### src/inc/dmap_pkg.sv
// package: constants for the local data memory decoder and protect logic
// assumes: 16-bit word addresses, one clock domain
package dmap_pkg;

  localparam int ADDR_W = 16;
  localparam int DATA_W = 16;

  // data page 0 and dual-access blocks
  localparam logic [15:0] MMR_LO    = 16'h0000;
  localparam logic [15:0] MMR_HI    = 16'h004F;
  localparam logic [15:0] MIO_LO    = 16'h0050;
  localparam logic [15:0] MIO_HI    = 16'h005F;
  localparam logic [15:0] B2_LO     = 16'h0060;
  localparam logic [15:0] B2_HI     = 16'h007F;
  localparam logic [15:0] B0_LO     = 16'h0100;
  localparam logic [15:0] B0_HI     = 16'h02FF;
  localparam logic [15:0] B1_LO     = 16'h0300;
  localparam logic [15:0] B1_HI     = 16'h04FF;
  localparam logic [15:0] SINGLE_ACCESS_RAM_LO  = 16'h0800;
  localparam logic [15:0] RSV_TOP   = 16'h0800;
  localparam int          DUAL_ACCESS_RAM_WORDS = 1056;

  // default single-access RAM size (9K words)
  localparam int          SINGLE_ACCESS_RAM_WORDS_DEF = 9216;

  // reset values of the mapping bits
  localparam logic        B0_PROG_RST   = 1'b0;
  localparam logic        SINGLE_RAM_DATA_OVERLAY_RST      = 1'b0;

  // decode targets
  typedef enum logic [2:0] {
    TGT_MMR,
    TGT_MIO,
    TGT_B2,
    TGT_B0,
    TGT_B1,
    TGT_SINGLE_ACCESS_RAM,
    TGT_RSV,
    TGT_EXT
  } target_t;

endpackage

### src/verilog/data_region_decode.sv
// data region decoder: classifies one local data address
// assumes: mapping bits already registered by the caller
`timescale 1ns/10ps
module data_region_decode
  import dmap_pkg::*;
#(
  parameter int          SINGLE_ACCESS_RAM_WORDS = SINGLE_ACCESS_RAM_WORDS_DEF,
  parameter bit          HAS_SINGLE_ACCESS_RAM   = 1'b1
) (
  // address and mapping
  input  wire logic [15:0] addr,
  input  wire logic        b0_prog,
  input  wire logic        single_ram_data_overlay_eff,
  // result
  output target_t          target
);

  localparam logic [16:0] SINGLE_ACCESS_RAM_END =
    17'(int'(SINGLE_ACCESS_RAM_LO) + SINGLE_ACCESS_RAM_WORDS);

  always_comb begin
    if (addr <= MMR_HI)
      target = TGT_MMR;
    else if (addr <= MIO_HI)
      target = TGT_MIO;
    else if (addr <= B2_HI)
      target = TGT_B2;
    else if (addr >= B0_LO && addr <= B0_HI)
      target = b0_prog ? TGT_RSV : TGT_B0;
    else if (addr >= B1_LO && addr <= B1_HI)
      target = TGT_B1;
    else if (addr < RSV_TOP)
      target = TGT_RSV;
    else if (HAS_SINGLE_ACCESS_RAM && single_ram_data_overlay_eff && {1'b0, addr} < SINGLE_ACCESS_RAM_END)
      target = TGT_SINGLE_ACCESS_RAM;
    else
      target = TGT_EXT;
  end

endmodule // data_region_decode

### src/verilog/data_memory_map.sv
// data memory map and program protect: routes data accesses, guards
// on-chip program memory when the mask protect option is set
// assumes: core presents one access per cycle with fetch-source tags;
// all inputs come from logic on clk
//
// Behaviour
// - protected: off-chip fetched op to on-chip program gets invalid data.
// - protected: op fetched from B0 cannot touch on-chip program memory.
// - protected: off-chip MAC coefficients not taken from on-chip program.
// - protected: single-access RAM never mapped to data; its program range stays on-chip.
// - protected: external DMA requests refused.
// - protected: emulator blocked from on-chip program memory.
// - protected: program range of single-access RAM not sent off-chip.
// - decode 64K locations of 16-bit words.
// - mapped blocks decoded on-chip, everything else from 0800 up external.
// - after reset all 1056 dual-access words are in data space.
// - B0 program select moves B0; 0100-02FF becomes reserved.
// - overlay bit maps single-access RAM at 0800, else off-chip.
// - unmapped 0000-07FF is reserved, never external.
// - 0000-004F registers, 0050-005F I/O ports, always.
// - without single-access RAM overlay is ignored, 0800 up external.
// - B2 scratch-pad reachable by any data addressing mode.
`timescale 1ns/10ps
module data_memory_map
  import dmap_pkg::*;
#(
  parameter int          SINGLE_ACCESS_RAM_WORDS  = SINGLE_ACCESS_RAM_WORDS_DEF,
  parameter bit          HAS_SINGLE_ACCESS_RAM    = 1'b1,
  parameter bit          PROTECT_MASK = 1'b0,
  parameter logic [15:0] PROG_ROM_LO  = 16'h0000,
  parameter logic [15:0] PROG_ROM_HI  = 16'h07FF,
  parameter logic [15:0] PROG_SA_LO   = 16'h0800,
  parameter logic [15:0] PROG_SA_HI   = 16'h2BFF,
  parameter logic [15:0] INVALID_WORD = 16'h0000
) (
  // clock and reset
  input  wire logic              clk,
  input  wire logic              sys_rst,
  // mapping bits from the status registers
  input  wire logic              block_b0_program_select,
  input  wire logic              single_ram_data_overlay,
  // data access request
  input  wire logic              dreq,
  input  wire logic [15:0]       daddr,
  // program-space operand access request
  input  wire logic              preq,
  input  wire logic [15:0]       paddr,
  input  wire logic              pmac,
  // source of the instruction issuing the access
  input  wire logic              fetch_offchip,
  input  wire logic              fetch_from_b0,
  // program read data from on-chip memory
  input  wire logic [15:0]       prog_rdata_in,
  // emulation and external DMA requests
  input  wire logic              emu_req,
  input  wire logic [15:0]       emu_addr,
  input  wire logic              dma_req,
  // data decode results
  output target_t                dtarget,
  output logic                   dext_start,
  output logic                   dvalid,
  // program operand results
  output logic                   pext_start,
  output logic                   pblock,
  output logic [15:0]            prog_rdata,
  // emulation and DMA answers
  output logic                   emu_grant,
  output logic                   dma_grant,
  // status
  output logic                   protect_on,
  output logic                   single_access_ram_data_mapped
);

  // ************************************************************
  // mapping state
  // ************************************************************
  logic    b0_prog_reg, b0_prog_next;
  logic    single_ram_data_overlay_reg, single_ram_data_overlay_next;
  logic    single_ram_data_overlay_eff;
  target_t dec_target;

  always_comb begin
    b0_prog_next = block_b0_program_select;
    single_ram_data_overlay_next    = single_ram_data_overlay;
  end

  always_ff @(posedge clk) begin
    if (sys_rst) begin
      b0_prog_reg <= B0_PROG_RST;
      single_ram_data_overlay_reg    <= SINGLE_RAM_DATA_OVERLAY_RST;
    end else begin
      b0_prog_reg <= b0_prog_next;
      single_ram_data_overlay_reg    <= single_ram_data_overlay_next;
    end
  end

  // the mapping bits reach the decoder one cycle after they are sampled,
  // so a change of map never splits one access between two decodes
  // protected parts never overlay; RAM-less parts ignore the bit
  assign single_ram_data_overlay_eff = single_ram_data_overlay_reg & ~PROTECT_MASK & HAS_SINGLE_ACCESS_RAM;

  data_region_decode #(
    .SINGLE_ACCESS_RAM_WORDS (SINGLE_ACCESS_RAM_WORDS),
    .HAS_SINGLE_ACCESS_RAM   (HAS_SINGLE_ACCESS_RAM)
  ) u_dec (
    .addr     (daddr),
    .b0_prog  (b0_prog_reg),
    .single_ram_data_overlay_eff (single_ram_data_overlay_eff),
    .target   (dec_target)
  );

  // ************************************************************
  // program-space protection checks
  // ************************************************************
  logic p_in_rom, p_in_sa, p_onchip;
  logic e_in_rom, e_in_sa, e_onchip;
  logic src_offchip, src_b0, mac_offchip;
  logic p_viol, p_ext;

  // address windows of on-chip program memory, operand and emulator side
  always_comb begin
    p_in_rom = paddr >= PROG_ROM_LO && paddr <= PROG_ROM_HI;
    p_in_sa  = paddr >= PROG_SA_LO && paddr <= PROG_SA_HI;
    p_onchip = p_in_rom | p_in_sa;
    e_in_rom = emu_addr >= PROG_ROM_LO && emu_addr <= PROG_ROM_HI;
    e_in_sa  = emu_addr >= PROG_SA_LO && emu_addr <= PROG_SA_HI;
    e_onchip = e_in_rom | e_in_sa;
  end

  // tracked instruction sources, only counted on a protected part
  always_comb begin
    src_offchip = PROTECT_MASK && fetch_offchip;
    src_b0      = PROTECT_MASK && fetch_from_b0;
    mac_offchip = PROTECT_MASK && fetch_offchip && pmac;
  end

  always_comb begin
    // a tracked source touching on-chip program memory is refused
    p_viol = preq && p_onchip && (src_offchip || src_b0 || mac_offchip);
    // protected SA range stays internal; ROM range is never external
    p_ext  = preq && !p_in_rom && !(PROTECT_MASK && p_in_sa);
  end

  // ************************************************************
  // output registers
  // ************************************************************
  target_t     dtarget_next;
  logic        dext_next, dvalid_next, pext_next, pblock_next;
  logic [15:0] prdata_next;
  logic        emu_next, dma_next, sa_map_next;

  always_comb begin
    dtarget_next = dec_target;
    dvalid_next  = dreq;
    dext_next    = dreq && dec_target == TGT_EXT;
    pext_next    = p_ext;
    pblock_next  = p_viol;
    prdata_next  = p_viol ? INVALID_WORD : prog_rdata_in;
    emu_next     = emu_req && !(PROTECT_MASK && e_onchip);
    dma_next     = dma_req && !PROTECT_MASK;
    sa_map_next  = single_ram_data_overlay_eff;
  end

  always_ff @(posedge clk) begin
    if (sys_rst) begin
      dtarget           <= TGT_MMR;
      dext_start        <= 1'b0;
      dvalid            <= 1'b0;
      pext_start        <= 1'b0;
      pblock            <= 1'b0;
      prog_rdata        <= 16'h0000;
      emu_grant         <= 1'b0;
      dma_grant         <= 1'b0;
      protect_on        <= 1'b0;
      single_access_ram_data_mapped <= 1'b0;
    end else begin
      dtarget           <= dtarget_next;
      dext_start        <= dext_next;
      dvalid            <= dvalid_next;
      pext_start        <= pext_next;
      pblock            <= pblock_next;
      prog_rdata        <= prdata_next;
      emu_grant         <= emu_next;
      dma_grant         <= dma_next;
      protect_on        <= PROTECT_MASK;
      single_access_ram_data_mapped <= sa_map_next;
    end
  end

endmodule // data_memory_map

### config.mk
export PLATFORM = sky130hd
export DESIGN_NAME = data_memory_map
export DESIGN_NICKNAME = d
export VERILOG_FILES = /design/src/inc/dmap_pkg.sv /design/src/verilog/data_region_decode.sv /design/src/verilog/data_memory_map.sv
export SDC_FILE = /design/constraint.sdc
export NUM_CORES = 1
export LEC_CHECK = 0
export BUFFER_PORTS_ARGS = -buffer_cell sky130_fd_sc_hd__buf_2
export CAP_MARGIN = 5
export CORE_MARGIN = 5
export CORE_UTILIZATION = 36
export CTS_BUF_LIST = sky130_fd_sc_hd__clkbuf_2
export DETAILED_ROUTE_END_ITERATION = 8
export PLACE_DENSITY = 0.86
export SLEW_MARGIN = 20
export SYNTH_ARGS = -nofsm -noshare
export SYNTH_HDL_FRONTEND = slang
export SYNTH_SLANG_ARGS = --single-unit
export TNS_END_PERCENT = 30
### constraint.sdc
create_clock -name clk -period 1.6 [get_ports clk]
set_input_delay 0.08 -clock clk [delete_from_list [all_inputs] [get_ports clk]]
set_output_delay 0.08 -clock clk [all_outputs]
set_load 0.01 [all_outputs]
==> impl_metrics.ini <==
[status]
status = completed

[critical_path]
crit_chain = dlygate4sd3_1 > buf_2 > nor3b_1 > dlygate4sd3_1
cpPeakStageDelay_ns = 0.56
end_kind = flop
slowest_stage = dlygate4sd3_1
critical_path_arrival_ns = 1.41
cpMostUsedCell = dlygate4sd3_1
regToRegSetupSlack_ns = 0.58
cpLargestDelayFamily = buffers and inverters
worstSetupStartpointType = input pin
r2r_end = dtarget[2]
critPathMaxFanout = 1
crit_buf_inv = 3
critPathKind = input pin to flop
cp_data_required_time_ns = 1.87
r2r_start = b0_prog_reg
r2r_cells = 3

[detailed_routing]
firstDrtPassIters = 3
drtIter0Drc = 11
route.detailed.drc = 0
vias_per_cell = 4.37
wl_per_cell_um = 12.2
antenna_left = 0
wl_um = 2410
via_count = 866

[die]
placementRows = 18
core_um2 = 2410
die_area_um2 = 3540
die_h_um = 59.5
start_util_pct = 36.6
ios = 102
die_w_um = 59.5

[synth]
yosys.area_share.adder_pct = 0
synth_top_family_by_area = simple AND/OR/NAND/NOR gates
synth_compound_area_share_pct = 8.51
avgSynthCellArea_um2 = 11.2
synth_seq_area_share_pct = 61.3
muxShareOfSynthArea_pct = 1.28
netlist_area_um2 = 882
yosysTopAreaCell = dfxtp_1
synth-xor-area-share_pct = 0
ys_types = 25
netlist.area_leader.share_pct = 61.3
yosys.area_share.simple_pct = 25.5
synthTopCellsByArea = dfxtp_1 61%, nor2b_1 14%, a2111oi_2 1.7%, a211oi_1 1.7%, and2b_1 1.7%
synth_cells = 79
ys_warn_count = 0
yosys_register_bits = 27

[timing]
setup_violations = 0
min_period_ns = 1.14
fmax_ghz = 0.879
hold_viol = 0
rsz0062_at_grt = no
tns_ns = 0
post-route-period-util_pct = 71.1
hold_ws_ns = 0.0272
maxSlewViolCount = 0
skew_ns = 0.0143

[global_route]
antenna_found_initial = 0
grt_util_all_layers_pct = 13.9
grt_max_degree = 28
grt_pass1_wl_um = 3660
grt-ovfl-total = 0
grt_pass1_vias = 878

[hold_path]
worstHoldPathCells = 3
hold_path.class = input pin to flop
hold_end = dtarget[2]
min_from = daddr[12]

[finish]
drive_gt1_share_pct = 42.9
largest_reg_flops = 16
areaGrowthSynthToFinish_pct = 67.7
top_regs = prog_rdata x16, dtarget x3
antenna_cells = 0
postLayoutCellArea_um2 = 1480
layout.cells.non_filler = 198
top_register = prog_rdata
finalNetCount = 244

[place]
place_inst = 171
dp_hpwl_um = 1730
place_congestion = 0.801
placed_area_um2 = 1230
io_buffers = 65

[clock_tree]
clk_pin_slew_ns = 0.24
clk_path_buf_depth = 2
cts_tree = done
cts_hold_buf = 23
h-tree-depth = 1
post_cts_buffers = 0
numCtsBuffers = 3
cts-root-buf = clkbuf_2
clk_latency_ns = 0.35
clock_sinks = 27
post_cts_resized = 0

[run]
drv_cap = 0

[pwr]
vdd_drop_max_v = 0.000634
finalPower_mw = 1.19
p_leak_nw = 0.724
p_per_area_nw_per_um2 = 802
## worst max-delay path by stage
| stage | from | to | slack, ns | cells past startpoint |
|---|---|---|---|---|
| after floorplan | b0_prog_reg | dtarget[2] | 0.68 | 3 |
| after global placement | daddr[14] | dext_start | 0.58 | 4 |
| after detailed placement | daddr[14] | dext_start | 0.58 | 4 |
| after CTS | preq | pext_start | 0.48 | 4 |
| after global routing | preq | pext_start | 0.42 | 4 |
| final | preq | pext_start | 0.46 | 4 |
## placed cells by master (no fill, tap or decap), drive strengths merged, types with 2 or more instances in the layout
cell type / Yosys / routed
a211oi: 2 / 2
and2b: 2 / 2
buf: 2 / 65
clkbuf: 2 / 3
conb: 1 / 2
dfxtp: 27 / 27
dlygate4sd3: 0 / 23
nand2: 2 / 2
nor2: 2 / 2
nor2b: 20 / 20
nor3: 3 / 3
nor3b: 2 / 2
o22ai: 2 / 2
## metrics by stage
step	setup WS [ns]	util, %
floorplan	0.675	-
global placement	0.584	50.9
detailed placement	0.575	50.9
CTS	0.476	61.4
global route	0.419	61.4
finish	0.462	61.4
## where the power goes
part / switching, mW / leakage (nW) / internal, mW
clock network: 0.199 / 0.0126 / 0.0580
logic: 0.0871 / 0.486 / 0.122
registers: 0.00833 / 0.225 / 0.711
## Yosys cell counts
master      n
or4_1       1
mux2_2      1
a211oi_1    2
nor2_1      2
o2bb2ai_1   1
nor3_2      1
nor3_1      2
a21o_1      1
dfxtp_1    27
a41o_1      1
nor3b_1     2
or2b_1      1
nand3b_1    1
o22ai_1     2
a31oi_1     1
or2_1       1
clkbuf_1    2
conb_1      1
nand2b_1    1
a2111oi_2   1
inv_1       1
nand2_1     2
nor2b_1    20
and2b_1     2
buf_4       2
## cells by family after synthesis
group | after synthesis
buf+inv | 5
other cells | 1
mux | 1
simple gates | 36
compound gates | 9
flops | 27
## routing by layer
metal	share of wire [%]	global-route usage (%)	up-vias
met5	0	0	-
met4	1.8	7.59	0
met3	7.7	1.96	4
met2	56	26.1	35
met1	34	14.7	392
li1	-	-	435
## cell type report
cell class                      count  area [um^2]
Sequential cell                    27          541
Fill cell                         196          931
Clock inverter                      1         7.51
Inverter                            1         3.75
Timing Repair Buffer               88          556
Tap cell                           30         37.5
Multi-Input combinational cell     48          319
Clock buffer                        3         15.0
## tightest hold or removal path, delay by kind of cell
family / cells / cell delay [ns]
buffers and inverters: 1 / 0.10
and+or+nand+nor: 1 / 0.06
AOI/OAI and AO/OA: 1 / 0.11
(Power assumes the default switching activity.)
